$ cat src/cfg_menu_pkg.sv
// constants, register map and state encoding of the configuration menu
// assumes a 25 MHz aclk; long key and idle times are overridable at top
package cfg_menu_pkg;

   // clock and documented times
   localparam longint CLK_HZ       = 25_000_000;
   localparam longint KEY_HOLD_MS  = 5000;
   localparam longint SAVE_HOLD_MS = 2000;
   localparam longint IDLE_S       = 240;
   // least times, so the cycle counts round up
   localparam logic [35:0] HOLD_CYC =
      36'((KEY_HOLD_MS * CLK_HZ + 999) / 1000);
   localparam logic [35:0] SAVE_CYC =
      36'((SAVE_HOLD_MS * CLK_HZ + 999) / 1000);
   localparam logic [35:0] IDLE_CYC = 36'(IDLE_S * CLK_HZ);

   // configuration session limit
   localparam logic [5:0] MAX_SESSIONS = 6'h32;

   // menu layout
   localparam logic [4:0] LAST_ITEM     = 5'h17;
   localparam logic [4:0] ITEM_DATE     = 5'h02;
   localparam logic [4:0] ITEM_TIME     = 5'h03;
   localparam logic [4:0] ITEM_HC_SHIFT = 5'h0C;
   localparam logic [4:0] ITEM_T_OFFSET = 5'h0D;
   localparam logic [4:0] ITEM_LOCK     = 5'h17;
   localparam logic [1:0] LOOP_USER     = 2'h0;
   localparam logic [1:0] LOOP_SETUP    = 2'h3;
   localparam logic [2:0] TYPE_HEAT_COOL = 3'h6;
   localparam logic [2:0] LEFT_DIGIT    = 3'h7;
   localparam logic [3:0] DIGIT_MAX     = 4'h9;

   // register offsets (byte addresses)
   localparam logic [7:0] OFS_CONTROL    = 8'h00;
   localparam logic [7:0] OFS_CONFIG     = 8'h04;
   localparam logic [7:0] OFS_DISABLE    = 8'h08;
   localparam logic [7:0] OFS_NOMINAL    = 8'h0C;
   localparam logic [7:0] OFS_STATUS     = 8'h10;
   localparam logic [7:0] OFS_DISPLAY    = 8'h14;
   localparam logic [7:0] OFS_PARAM_SEL  = 8'h18;
   localparam logic [7:0] OFS_PARAM_DATA = 8'h1C;

   // field positions and reset values
   localparam int CTRL_TOTAL_RESET = 0;
   localparam int CFG_TYPE_LSB     = 0;
   localparam int CFG_T_OFS_EXCL   = 4;
   localparam int STAT_TRANSPORT   = 0;
   localparam int STAT_ACCESS      = 1;
   localparam int STAT_LIMIT       = 2;
   localparam int STAT_IN_MENU     = 3;
   localparam int STAT_EDITING     = 4;
   localparam int STAT_COUNT_LSB   = 8;
   localparam logic [2:0]  RST_METER_TYPE = 3'h1;
   localparam logic [23:0] RST_DISABLE    = 24'h000000;
   localparam logic [15:0] RST_NOMINAL    = 16'h0000;
   localparam logic [1:0]  RESP_OKAY      = 2'h0;
   localparam logic [1:0]  RESP_SLVERR    = 2'h2;

   typedef enum logic [2:0] {
      ST_USER     = 3'b000,
      ST_LOOP_SEL = 3'b001,
      ST_MENU     = 3'b010,
      ST_EDIT     = 3'b011,
      ST_SAVE_OK  = 3'b100,
      ST_LOCK_OK  = 3'b101
   } menu_st_t;

endpackage

$ cat src/config_menu_access_control.sv
// front-key configuration menu with access control and AXI4-Lite registers
// assumes debounced keys synchronous to aclk
//
// Local design decisions: the address map and the AXI4-Lite interface to the registers.
`timescale 1ns/1ps

// Operation
// - at most fifty sessions, counted persistently
// - limit reached refuses menu until total reset
// - transport state opens menu without housing separation
// - leave transport on flow one percent or lock
// - only total reset restores transport state
// - in operation, separation and reassembly grant access
// - primary held plus arrow leaves the menu
// - four idle minutes return to user loop
// - lock item hold animates, shows OK, blocks
// - in operation any exit blocks renewed access
// - in transport only the lock item blocks
// - five second hold opens loop selection
// - no secondary readings, four digit item index
// - arrows step items, primary opens item
// - leftmost digit flashes, presses change, arrows move
// - primary hold stores value and shows OK
// - disabled items show Off, press lights frames
// - heat cool shift editable only on type six
// - modules and service tool may set time/date
// - sensor offset disabled by country code
module config_menu_access_control #(
   parameter logic [35:0] HOLD_CYC = cfg_menu_pkg::HOLD_CYC,
   parameter logic [35:0] SAVE_CYC = cfg_menu_pkg::SAVE_CYC,
   parameter logic [35:0] IDLE_CYC = cfg_menu_pkg::IDLE_CYC
) (
   // clock and reset
   input  wire logic        aclk,
   input  wire logic        aresetn,
   // axi4-lite write address and data
   input  wire logic [7:0]  s_axi_awaddr,
   input  wire logic        s_axi_awvalid,
   output logic             s_axi_awready,
   input  wire logic [31:0] s_axi_wdata,
   input  wire logic [3:0]  s_axi_wstrb,
   input  wire logic        s_axi_wvalid,
   output logic             s_axi_wready,
   // axi4-lite write response
   output logic [1:0]       s_axi_bresp,
   output logic             s_axi_bvalid,
   input  wire logic        s_axi_bready,
   // axi4-lite read
   input  wire logic [7:0]  s_axi_araddr,
   input  wire logic        s_axi_arvalid,
   output logic             s_axi_arready,
   output logic [31:0]      s_axi_rdata,
   output logic [1:0]       s_axi_rresp,
   output logic             s_axi_rvalid,
   input  wire logic        s_axi_rready,
   // front keys and housing switch
   input  wire logic        key_primary,
   input  wire logic        key_left,
   input  wire logic        key_right,
   input  wire logic        housing_open,
   // measured flow, same unit as nominal_flow_rate
   input  wire logic [15:0] flow_rate,
   // time/date writes from plug-in modules
   input  wire logic        ext_we,
   input  wire logic [4:0]  ext_item,
   input  wire logic [31:0] ext_data,
   // display drive
   output logic [1:0]       disp_loop,
   output logic [4:0]       disp_index,
   output logic [31:0]      disp_value,
   output logic [2:0]       disp_digit,
   output logic             disp_flash,
   output logic             disp_ok,
   output logic             disp_off,
   output logic             disp_frames,
   output logic [2:0]       disp_frame_level,
   // access state
   output logic             transport_state,
   output logic             menu_access
);

   typedef struct packed {
      cfg_menu_pkg::menu_st_t st;
      logic                   transport;
      logic                   armed;
      logic                   seen_open;
      logic [5:0]             count;
      logic                   saved;
      logic [1:0]             sel_loop;
      logic [4:0]             item;
      logic [2:0]             digit;
      logic [31:0]            edit_val;
      logic                   frames_lit;
      logic [35:0]            hold_cnt;
      logic                   held;
      logic [35:0]            idle_cnt;
      logic                   pk_d;
      logic                   kl_d;
      logic                   kr_d;
      logic [2:0]             meter_type;
      logic                   t_ofs_excl;
      logic [23:0]            disable_mask;
      logic [15:0]            nominal_flow_rate;
      logic [4:0]             param_sel;
      logic [23:0][31:0]      vals;
      logic                   aw_got;
      logic [7:0]             aw_addr;
      logic                   w_got;
      logic [31:0]            w_data;
      logic [3:0]             w_strb;
      logic                   bvalid;
      logic [1:0]             bresp;
      logic                   rvalid;
      logic [31:0]            rdata;
      logic [1:0]             rresp;
   } state_t;

   state_t s_r;
   state_t s_nxt;

   logic        pk_rise;
   logic        pk_fall;
   logic        kl_rise;
   logic        kr_rise;
   logic        short_press;
   logic        hold_hit;
   logic        save_hit;
   logic        limit_hit;
   logic        access;
   logic        item_off;
   logic        do_exit;
   logic        do_lock;
   logic [3:0]  cur_digit;
   logic [31:0] flow_pct;
   logic [31:0] wr_merged;
   logic [31:0] rd_word;
   logic        rd_ok;
   logic        wr_ok;

   function automatic logic [31:0] merge(input logic [31:0] old,
                                         input logic [31:0] data,
                                         input logic [3:0]  strb);
      logic [31:0] r;
      r = old;
      for (int b = 0; b < 4; b++) begin
         if (strb[b]) begin
            r[b*8 +: 8] = data[b*8 +: 8];
         end
      end
      return r;
   endfunction

   always_comb begin
      s_nxt = s_r;
      // key edges; hold timer saturates at the long hold
      pk_rise = key_primary & ~s_r.pk_d;
      pk_fall = ~key_primary & s_r.pk_d;
      kl_rise = key_left & ~s_r.kl_d;
      kr_rise = key_right & ~s_r.kr_d;
      short_press = pk_fall & ~s_r.held;
      hold_hit = key_primary && (s_r.hold_cnt == HOLD_CYC - 36'h1);
      save_hit = key_primary && (s_r.hold_cnt == SAVE_CYC - 36'h1);
      s_nxt.pk_d = key_primary;
      s_nxt.kl_d = key_left;
      s_nxt.kr_d = key_right;
      if (!key_primary) begin
         s_nxt.hold_cnt = 36'h0;
         s_nxt.held = 1'b0;
      end else if (s_r.hold_cnt != HOLD_CYC) begin
         s_nxt.hold_cnt = s_r.hold_cnt + 36'h1;
      end

      limit_hit = (s_r.count >= cfg_menu_pkg::MAX_SESSIONS);
      access = ~limit_hit & (s_r.transport | s_r.armed);
      item_off = s_r.disable_mask[s_r.item];
      if (s_r.item == cfg_menu_pkg::ITEM_HC_SHIFT &&
          s_r.meter_type != cfg_menu_pkg::TYPE_HEAT_COOL) begin
         item_off = 1'b1;
      end
      if (s_r.item == cfg_menu_pkg::ITEM_T_OFFSET && s_r.t_ofs_excl) begin
         item_off = 1'b1;
      end
      cur_digit = s_r.edit_val[s_r.digit*4 +: 4];
      do_exit = 1'b0;
      do_lock = 1'b0;

      // idle timer only runs inside the menu
      if (s_r.st == cfg_menu_pkg::ST_MENU || s_r.st == cfg_menu_pkg::ST_EDIT ||
          s_r.st == cfg_menu_pkg::ST_SAVE_OK) begin
         if (pk_rise | pk_fall | kl_rise | kr_rise) begin
            s_nxt.idle_cnt = 36'h0;
         end else begin
            s_nxt.idle_cnt = s_r.idle_cnt + 36'h1;
         end
      end else begin
         s_nxt.idle_cnt = 36'h0;
      end

      case (s_r.st)
         cfg_menu_pkg::ST_USER: begin
            if (hold_hit) begin
               s_nxt.st = cfg_menu_pkg::ST_LOOP_SEL;
               s_nxt.sel_loop = cfg_menu_pkg::LOOP_USER;
               s_nxt.held = 1'b1;
            end
         end
         cfg_menu_pkg::ST_LOOP_SEL: begin
            if (kr_rise) begin
               s_nxt.sel_loop = s_r.sel_loop + 2'h1;
            end else if (kl_rise) begin
               s_nxt.sel_loop = s_r.sel_loop - 2'h1;
            end else if (short_press) begin
               if (s_r.sel_loop == cfg_menu_pkg::LOOP_SETUP && access) begin
                  s_nxt.st = cfg_menu_pkg::ST_MENU;
                  s_nxt.item = 5'h00;
                  s_nxt.saved = 1'b0;
                  s_nxt.frames_lit = 1'b0;
               end else if (s_r.sel_loop != cfg_menu_pkg::LOOP_SETUP) begin
                  s_nxt.st = cfg_menu_pkg::ST_USER;
               end
            end
         end
         cfg_menu_pkg::ST_MENU: begin
            if (key_primary && (kl_rise || kr_rise)) begin
               do_exit = 1'b1;
               s_nxt.st = cfg_menu_pkg::ST_LOOP_SEL;
               s_nxt.held = 1'b1;
            end else if (kr_rise) begin
               s_nxt.item = (s_r.item == cfg_menu_pkg::LAST_ITEM) ?
                            5'h00 : s_r.item + 5'h01;
               s_nxt.frames_lit = 1'b0;
            end else if (kl_rise) begin
               s_nxt.item = (s_r.item == 5'h00) ?
                            cfg_menu_pkg::LAST_ITEM : s_r.item - 5'h01;
               s_nxt.frames_lit = 1'b0;
            end else if (hold_hit && s_r.item == cfg_menu_pkg::ITEM_LOCK) begin
               do_lock = 1'b1;
               s_nxt.st = cfg_menu_pkg::ST_LOCK_OK;
               s_nxt.held = 1'b1;
            end else if (short_press && s_r.item != cfg_menu_pkg::ITEM_LOCK) begin
               if (item_off) begin
                  s_nxt.frames_lit = 1'b1;
               end else begin
                  s_nxt.st = cfg_menu_pkg::ST_EDIT;
                  s_nxt.digit = cfg_menu_pkg::LEFT_DIGIT;
                  s_nxt.edit_val = s_r.vals[s_r.item];
               end
            end
         end
         cfg_menu_pkg::ST_EDIT: begin
            if (save_hit) begin
               s_nxt.vals[s_r.item] = s_r.edit_val;
               s_nxt.saved = 1'b1;
               s_nxt.st = cfg_menu_pkg::ST_SAVE_OK;
               s_nxt.held = 1'b1;
            end else if (short_press) begin
               s_nxt.edit_val[s_r.digit*4 +: 4] =
                  (cur_digit >= cfg_menu_pkg::DIGIT_MAX) ?
                  4'h0 : cur_digit + 4'h1;
            end else if (kr_rise && s_r.digit != 3'h0) begin
               s_nxt.digit = s_r.digit - 3'h1;
            end else if (kl_rise && s_r.digit != cfg_menu_pkg::LEFT_DIGIT) begin
               s_nxt.digit = s_r.digit + 3'h1;
            end
         end
         cfg_menu_pkg::ST_SAVE_OK: begin
            // OK until release, then stored value
            if (pk_fall) begin
               s_nxt.st = cfg_menu_pkg::ST_MENU;
            end
         end
         cfg_menu_pkg::ST_LOCK_OK: begin
            if (pk_fall) begin
               s_nxt.st = cfg_menu_pkg::ST_USER;
            end
         end
         default: begin
            s_nxt.st = cfg_menu_pkg::ST_USER;
         end
      endcase

      if ((s_r.st == cfg_menu_pkg::ST_MENU || s_r.st == cfg_menu_pkg::ST_EDIT ||
           s_r.st == cfg_menu_pkg::ST_SAVE_OK) &&
          s_r.idle_cnt == IDLE_CYC - 36'h1 && !do_exit && !do_lock) begin
         do_exit = 1'b1;
         s_nxt.st = cfg_menu_pkg::ST_USER;
      end

      if (do_exit || do_lock) begin
         if (!s_r.transport || do_lock) begin
            s_nxt.armed = 1'b0;
         end
         if (s_r.saved && !limit_hit) begin
            s_nxt.count = s_r.count + 6'h01;
         end
      end
      if (do_lock) begin
         s_nxt.transport = 1'b0;
      end

      // leaving transport state is one-way; only total reset returns
      flow_pct = {16'h0000, flow_rate} * 32'h64;
      if (s_r.nominal_flow_rate != 16'h0000 &&
          flow_pct >= {16'h0000, s_r.nominal_flow_rate}) begin
         s_nxt.transport = 1'b0;
      end

      // reassembly after separation re-arms access
      if (housing_open) begin
         s_nxt.seen_open = 1'b1;
      end else if (s_r.seen_open) begin
         s_nxt.seen_open = 1'b0;
         s_nxt.armed = 1'b1;
      end

      if (ext_we && (ext_item == cfg_menu_pkg::ITEM_DATE ||
                     ext_item == cfg_menu_pkg::ITEM_TIME)) begin
         s_nxt.vals[ext_item] = ext_data;
      end

      // axi4-lite write: address and data taken in either order
      if (s_axi_awvalid && !s_r.aw_got && !s_r.bvalid) begin
         s_nxt.aw_got = 1'b1;
         s_nxt.aw_addr = s_axi_awaddr;
      end
      if (s_axi_wvalid && !s_r.w_got && !s_r.bvalid) begin
         s_nxt.w_got = 1'b1;
         s_nxt.w_data = s_axi_wdata;
         s_nxt.w_strb = s_axi_wstrb;
      end
      wr_ok = 1'b1;
      wr_merged = 32'h00000000;
      if (s_r.aw_got && s_r.w_got) begin
         s_nxt.aw_got = 1'b0;
         s_nxt.w_got = 1'b0;
         s_nxt.bvalid = 1'b1;
         case (s_r.aw_addr)
            cfg_menu_pkg::OFS_CONTROL: begin
               if (s_r.w_strb[0] && s_r.w_data[cfg_menu_pkg::CTRL_TOTAL_RESET])
               begin
                  s_nxt.transport = 1'b1;
                  s_nxt.count = 6'h00;
                  s_nxt.armed = 1'b0;
                  s_nxt.st = cfg_menu_pkg::ST_USER;
               end
            end
            cfg_menu_pkg::OFS_CONFIG: begin
               wr_merged = merge({27'h0, s_r.t_ofs_excl, 1'b0, s_r.meter_type},
                                 s_r.w_data, s_r.w_strb);
               s_nxt.meter_type = wr_merged[cfg_menu_pkg::CFG_TYPE_LSB +: 3];
               s_nxt.t_ofs_excl = wr_merged[cfg_menu_pkg::CFG_T_OFS_EXCL];
            end
            cfg_menu_pkg::OFS_DISABLE: begin
               wr_merged = merge({8'h00, s_r.disable_mask}, s_r.w_data,
                                 s_r.w_strb);
               s_nxt.disable_mask = wr_merged[23:0];
            end
            cfg_menu_pkg::OFS_NOMINAL: begin
               wr_merged = merge({16'h0000, s_r.nominal_flow_rate}, s_r.w_data,
                                 s_r.w_strb);
               s_nxt.nominal_flow_rate = wr_merged[15:0];
            end
            cfg_menu_pkg::OFS_PARAM_SEL: begin
               if (s_r.w_strb[0]) begin
                  s_nxt.param_sel = s_r.w_data[4:0];
               end
            end
            cfg_menu_pkg::OFS_PARAM_DATA: begin
               if (s_r.param_sel <= cfg_menu_pkg::LAST_ITEM) begin
                  s_nxt.vals[s_r.param_sel] = merge(s_r.vals[s_r.param_sel],
                                                   s_r.w_data, s_r.w_strb);
               end else begin
                  wr_ok = 1'b0;
               end
            end
            cfg_menu_pkg::OFS_STATUS, cfg_menu_pkg::OFS_DISPLAY: begin
               wr_ok = 1'b1;
            end
            default: begin
               wr_ok = 1'b0;
            end
         endcase
         s_nxt.bresp = wr_ok ? cfg_menu_pkg::RESP_OKAY :
                               cfg_menu_pkg::RESP_SLVERR;
      end
      if (s_r.bvalid && s_axi_bready) begin
         s_nxt.bvalid = 1'b0;
      end

      // axi4-lite read, one cycle after the address is taken
      rd_ok = 1'b1;
      rd_word = 32'h00000000;
      case (s_axi_araddr)
         cfg_menu_pkg::OFS_CONTROL: rd_word = 32'h00000000;
         cfg_menu_pkg::OFS_CONFIG:
            rd_word = {27'h0, s_r.t_ofs_excl, 1'b0, s_r.meter_type};
         cfg_menu_pkg::OFS_DISABLE: rd_word = {8'h00, s_r.disable_mask};
         cfg_menu_pkg::OFS_NOMINAL: rd_word = {16'h0000, s_r.nominal_flow_rate};
         cfg_menu_pkg::OFS_STATUS: begin
            rd_word[cfg_menu_pkg::STAT_TRANSPORT] = s_r.transport;
            rd_word[cfg_menu_pkg::STAT_ACCESS] = access;
            rd_word[cfg_menu_pkg::STAT_LIMIT] = limit_hit;
            rd_word[cfg_menu_pkg::STAT_IN_MENU] = (s_r.st != cfg_menu_pkg::ST_USER
               && s_r.st != cfg_menu_pkg::ST_LOOP_SEL);
            rd_word[cfg_menu_pkg::STAT_EDITING] =
               (s_r.st == cfg_menu_pkg::ST_EDIT);
            rd_word[cfg_menu_pkg::STAT_COUNT_LSB +: 6] = s_r.count;
         end
         cfg_menu_pkg::OFS_DISPLAY:
            rd_word = {16'h0000, s_r.sel_loop, s_r.digit, s_r.item, 3'h0,
                       s_r.st};
         cfg_menu_pkg::OFS_PARAM_SEL: rd_word = {27'h0, s_r.param_sel};
         cfg_menu_pkg::OFS_PARAM_DATA: begin
            if (s_r.param_sel <= cfg_menu_pkg::LAST_ITEM) begin
               rd_word = s_r.vals[s_r.param_sel];
            end else begin
               rd_ok = 1'b0;
            end
         end
         default: rd_ok = 1'b0;
      endcase
      if (s_axi_arvalid && !s_r.rvalid) begin
         s_nxt.rvalid = 1'b1;
         s_nxt.rdata = rd_word;
         s_nxt.rresp = rd_ok ? cfg_menu_pkg::RESP_OKAY :
                               cfg_menu_pkg::RESP_SLVERR;
      end else if (s_r.rvalid && s_axi_rready) begin
         s_nxt.rvalid = 1'b0;
      end
   end

   always_ff @(posedge aclk) begin
      if (!aresetn) begin
         s_r <= '0;
         s_r.st <= cfg_menu_pkg::ST_USER;
         s_r.transport <= 1'b1;
         s_r.meter_type <= cfg_menu_pkg::RST_METER_TYPE;
         s_r.disable_mask <= cfg_menu_pkg::RST_DISABLE;
         s_r.nominal_flow_rate <= cfg_menu_pkg::RST_NOMINAL;
      end else begin
         s_r <= s_nxt;
      end
   end

   // handshakes
   assign s_axi_awready = ~s_r.aw_got & ~s_r.bvalid;
   assign s_axi_wready  = ~s_r.w_got & ~s_r.bvalid;
   assign s_axi_bvalid  = s_r.bvalid;
   assign s_axi_bresp   = s_r.bresp;
   assign s_axi_arready = ~s_r.rvalid;
   assign s_axi_rvalid  = s_r.rvalid;
   assign s_axi_rdata   = s_r.rdata;
   assign s_axi_rresp   = s_r.rresp;

   // display: item index shown one-based
   always_comb begin
      disp_loop = (s_r.st == cfg_menu_pkg::ST_USER) ? cfg_menu_pkg::LOOP_USER :
                  (s_r.st == cfg_menu_pkg::ST_LOOP_SEL) ? s_r.sel_loop :
                  cfg_menu_pkg::LOOP_SETUP;
      disp_index = s_r.item + 5'h01;
      disp_value = (s_r.st == cfg_menu_pkg::ST_EDIT) ? s_r.edit_val :
                   s_r.vals[s_r.item];
      // no stale cursor outside editing
      disp_digit = (s_r.st == cfg_menu_pkg::ST_EDIT) ? s_r.digit : 3'h0;
      disp_flash = (s_r.st == cfg_menu_pkg::ST_EDIT);
      disp_ok = (s_r.st == cfg_menu_pkg::ST_SAVE_OK) ||
                (s_r.st == cfg_menu_pkg::ST_LOCK_OK);
      disp_off = (s_r.st == cfg_menu_pkg::ST_MENU) && item_off;
      disp_frames = (s_r.st == cfg_menu_pkg::ST_MENU) && s_r.frames_lit;
      disp_frame_level = 3'h0;
      // lock hold grows frames
      if (s_r.st == cfg_menu_pkg::ST_MENU && key_primary &&
          s_r.item == cfg_menu_pkg::ITEM_LOCK) begin
         for (int i = 1; i <= 7; i++) begin
            if (s_r.hold_cnt >= 36'((HOLD_CYC * i) / 8)) begin
               disp_frame_level = 3'(i);
            end
         end
      end
      transport_state = s_r.transport;
      menu_access = access;
   end

endmodule

$ cat config.mk
export PLATFORM = sky130hd
export DESIGN_NAME = config_menu_access_control
export DESIGN_NICKNAME = d
export VERILOG_FILES = /design/src/cfg_menu_pkg.sv /design/src/config_menu_access_control.sv
export SDC_FILE = /design/constraint.sdc
export NUM_CORES = 2
export LEC_CHECK = 0
export BUFFER_PORTS_ARGS = -buffer_cell sky130_fd_sc_hd__buf_2
export CAP_MARGIN = 5
export CORE_MARGIN = 2
export CORE_UTILIZATION = 35
export DETAILED_ROUTE_END_ITERATION = 16
export PLACE_DENSITY = 0.56
export SYNTH_ARGS = -nofsm -noshare
export SYNTH_HDL_FRONTEND = slang
export SYNTH_SLANG_ARGS = --single-unit
$ cat constraint.sdc
create_clock -name aclk -period 6.74 [get_ports aclk]
set_clock_uncertainty 0.15 [all_clocks]
set_input_delay 0.337 -clock aclk [delete_from_list [all_inputs] [get_ports aclk]]
set_output_delay 0.337 -clock aclk [all_outputs]
set_load 0.1 [all_outputs]
# Word-level counts from Yosys, hierarchy flattened
# Cells that the tools add are included.
# Widths: inputs -> output; s select.
# classes
mux	150
shift	3
eq_ne	55
n_bitwise	24
order_cmp	17
n_addsub	11
n_reduce_logical	79
n_mul	1
# ops
cell	n
$mux 768	5
$bwmux 768	3
$mux 769	1
$demux 32 s5	3
$bmux 32 s5	2
$mux 32	8
$mux 35	4
$mux 8	16
$ge 36x27->1 const B	3
$mux 3	27
$add 36x1->36 const B	2
$ge 36x26->1 const B	2
$mux 36	2
$pmux 18 s4	1
$pmux 35 s2	1
$eq 8x5->1 const B	8
$mux 5	11
$mux 41	1
$mux 1	37
$eq 36x26->1 const B	1
$eq 36x27->1 const B	1
$eq 36x33->1 const B	1
$ge 36x24->1 const B	1
$ge 36x25->1 const B	1
70 further kinds	198
# word_totals
inputBits	117
word_cells	399
ff_bits	1033

# Logic depth before layout (Yosys ltp)
# depth
word_depth	18
ltp_mapped	20
mapped_depth_nobuf	20

# Worst setup path before layout
# OpenSTA, ideal clock, no wires.
# synth_path
kind	register to output
from	register s_r[964] in the netlist's numbering
to	output port disp_frame_level[0]
path_slack_ns	2.454
n_path_buf	1
arrival_time_ns	3.799
required_ns	6.253
path_stages_with_launch	9
path_cell_list	dfxtp_1 > clkbuf_1 > nor2b_1 > or4b_2 > nor4_1 > a21oi_1 > o31ai_1 > nor2_1 > nor3_1
# synth_via
elab_chain_cells	9
word_cells_on_any_way	15
cone_classes	7 x order compare; 8 x mux
# synth_lines
element	line_no	text
start: declaration	config_menu_access_control.sv:118	state_t s_r;
start signal: assignment	config_menu_access_control.sv:441	s_r <= s_nxt;
$ge 36x24->1	config_menu_access_control.sv:475	if (s_r.hold_cnt >= 36'((HOLD_CYC * i) / 8)) begin
$mux 1	config_menu_access_control.sv:475	
$mux 3 (5 in a row)	config_menu_access_control.sv:475	
$mux 3 (*)	config_menu_access_control.sv:475	
$mux 3 (*)	config_menu_access_control.sv:472	if (s_r.st == cfg_menu_pkg::ST_MENU && key_primary &&
end: declaration	config_menu_access_control.sv:76	output logic [2:0] disp_frame_level,
# Mark *: on every way between the ends. The rest lies on a longest branch, timed or not.

# Worst setup path after layout
# layout_path
from	register s_r[1013] in the netlist's numbering
to	output port disp_value[3]
# layout_via
elab_chain_cells	3
# layout_lines
element	line_no	text
$bmux 32 s5	config_menu_access_control.sv:462	s_r.vals[s_r.item];
$mux 32 (not written as such)	config_menu_access_control.sv:462	
$mux 32	config_menu_access_control.sv:461	disp_value = (s_r.st == cfg_menu_pkg::ST_EDIT) ? s_r.edit_val :
end: declaration	config_menu_access_control.sv:70	output logic [31:0] disp_value,
# No other way between the ends. The select of a mux whose other input is x is not followed.

==> run summary <==
outcome: complete, but fails checks
failing checks: max-capacitance violations, max-slew violations
Via-to-Cell Ratio: 6.50
synth unique cells: 94
RSZ-0062 raised after global routing: no
Synth Flop Type: dfxtp_1
Routed Wire Length: 316000 um
# setup viols final: 0
dpl ws: 2.11 ns
total number of vias: 64700
Leak: 23.0 nW
final core occ: 39.4%
later-pin clock latency in the skew report: 0.81 ns
kind of critical path: flop to output port
CP Capture Type: output port
Max-slew headroom: -3.85%
Port-buffer cells: 206
gr ovfl total: 0
r2r worst-path depth: 8
Seq/Total Area, Yosys: 32.6%
pwr/cell area: 195 nW/um^2
R2R Setup Slk: 2.13 ns
fin nets: 7679
Hold Path Origin: s_axi_araddr[4]
crit-path leading delay family: compound AO/OA/AOI/OAI gates
largest net degree at the start of global routing: 171
drt pass-1 iters: 9
vias in the first global route: 61100
worst setup margin: 1.57 ns
Starting Density: 35.1%
Slew Limit Fails: 25
Worst path max stage delay: 0.93 ns
Die H: 430 um
Die ar.: 184000 um^2
CP Launch Type: flop
Setup Fix Bufs, Post-CTS: 0
share of layout cells above drive strength 1: 18.2%
Wirelength per Cell: 31.7 um
worst r2r src: s_r[1016]
period utilisation layout: 76.7%
Core Box Area: 180000 um^2
WHS Path Cells: 5
H-tree depth: 3
I/O pin count: 209
Max Clock Freq: 0.193 GHz
Initial DRC Count: 10100
Rows: 156
CP cell instances: buf_12 -> mux4_2 -> nor2_1 -> o32ai_1 -> a21oi_1 -> a21oi_1 -> buf_2
placer congestion estimate: 0.949
Antenna Nets Post-Route: 0
Final min period: 5.17 ns
GRT Total Usage: 33.0%
Max Root-Sink Buffers: 3
Max Cap Viol: 1
Hold Buf Count CTS: 108
HPWL after DPL: 187000 um
Crit-path slowest cell: dfxtp_4
HP Class: primary input to flop
CTS resizes: 0
worst slew pin tran: 1.55 ns
clock sinks: 1031
WHS Endpoint: s_axi_rdata[1]
most frequent CP cell: a21oi_1
post-synthesis instance area: 63400 um^2
CP bufs+invs: 2
Die Wd: 430 um
CTS tree: yes
Mapped Avg Cell Area: 8.27 um^2
P&R area growth vs syn: 12.1%
final hold vios: 0
CTS clk-pin slew, worst paths: 0.06 ns
Yosys reg bits: 1031
TritonCTS Buffers: 114
post-synthesis instance total: 7665
CTS root buffer: clkbuf_16
Worst Path Max Fanout: 51
critical path arrival: 4.68 ns
first-pass GRT wire length: 446000 um
Post-route DRC: 0
Async S/R FF share, synth: 0%
initial antenna violation count: 22
setup TNS: 0 ns
Synth warnings: 0
worst endpoint required time: 6.25 ns
R2R Path End: s_r[372]
Worst VDD drop: 0.000205 V
Post-synth EDFFs: 0
[worst min-delay path: cells and delay by family]
| family | cells | cell delay (ns) |
|---|---|---|
| buf+inv | 1 | 0.19 |
| compound gates | 1 | 0.15 |
| simple gates | 3 | 0.33 |
[cells by family after synthesis]
family	Yosys count	share of synthesized area [%]
DFF	1031	32.6
and+or+nand+nor	3516	24.0
xor gates and xnor gates	79	1.09
AOI/OAI and AO/OA	1435	16.4
muxes	589	17.4
adders and majority gates	96	2.04
other	1	0.00592
buffers and inverters	918	6.43
[report_power, final]
part	internal (mW)	total, mW	switching [mW]	leakage (nW)
combinational	0.317	0.853	0.536	12.7
clock	3.87	6.82	2.95	1.95
sequential	6.12	6.16	0.0429	8.31
total	10.3	13.8	3.53	23.0
[worst max-delay path by stage]
stage | to | cells past startpoint | start
after floorplan | disp_frame_level[0] | 8 | s_r[964]
after global placement | transport_state | 20 | flow_rate[3]
after detailed placement | transport_state | 20 | flow_rate[3]
after CTS | disp_value[3] | 7 | s_r[1013]
after global routing | disp_value[18] | 7 | s_r[1013]
final | disp_value[3] | 7 | s_r[1013]
[stage by stage]
step	instances	hold slack (ns)	cell area [um^2]	total power, mW
2_1_floorplan	7666	0.286	63400	6.83
3_3_place_gp	9611	0.300	65900	7.08
3_5_place_dp	9611	0.300	65900	7.08
4_1_cts	9931	0.0508	70900	13.8
5_1_grt	9936	0.170	71000	14.2
6_report	9957	0.100	71000	13.8
[registers in the layout, summed over array words and instances, names as in the netlist]
register         cells
s_r                994
s_axi_bvalid         1
s_axi_rresp          1
transport_state      1
s_axi_rdata         32
s_axi_bresp          1
s_axi_rvalid         1
[routing by layer]
metal | up-vias | global-route usage, % | wire length (um)
met1 | 31400 | 40.2 | 114000
met2 | 5189 | 46.9 | 129000
met4 | 20 | 23.9 | 26700
met3 | 1349 | 13.0 | 45500
li1 | 26700 | - | -
met5 | - | 0.572 | 272
[cell usage in the layout, fill, tap and decap left out, types with 25 or more instances in the layout]
cell type      instances
dlygate4sd3_1        108
inv_1                 76
buf_4                195
a211oi_2             177
clkbuf_16            115
ha_1                  84
nor2_1               373
a211oi_1             182
dfxtp_1             1025
a21o_1                82
diode_2               25
nand2_1             2326
mux2i_1              140
xnor2_1               41
nor3_1                42
mux2i_2               31
mux4_2               412
nand3_1              111
a21oi_1              225
o21ai_1               63
a22oi_1              136
clkinv_2              30
xor2_1                38
and3_1               379
o21ai_0               82
buf_2                205
nor2_4                47
a31oi_1              362
[Yosys cell counts (all sizes together), types with 17 or more instances]
library cell  number  share of area (%)
mux4             412                 15
buf              350                3.1
nor2b             22               0.22
xor2              38               0.53
a211oi           359                5.7
nand2b            21               0.21
a21o              82               0.97
nand2           2345                 14
clkbuf           489                2.9
a31oi            362                3.6
and3             379                3.7
o21ai            146                1.2
mux2i            172                2.7
nand3            118               0.97
dfxtp           1031                 33
nor2             424                2.7
o22ai             22               0.22
inv               79               0.47
and2              20               0.20
nor4              19               0.24
ha                84                1.7
o32ai             17               0.23
a21oi            226                1.8
xnor2             41               0.57
or2               20               0.20
a22oi            136                1.6
nor3              50               0.43
nand4             23               0.24
[layout make-up]
type	instances	area, um^2
well taps	2370	2970
flip-flops and latches	1031	20700
fillers	18000	109000
clock inverters	57	712
multi-input cells	5717	39200
diodes	25	62.6
repair buffers	523	3870
inverters	79	309
clock buffers	155	3240
Note: power is estimated with default switching activity, not from simulation.
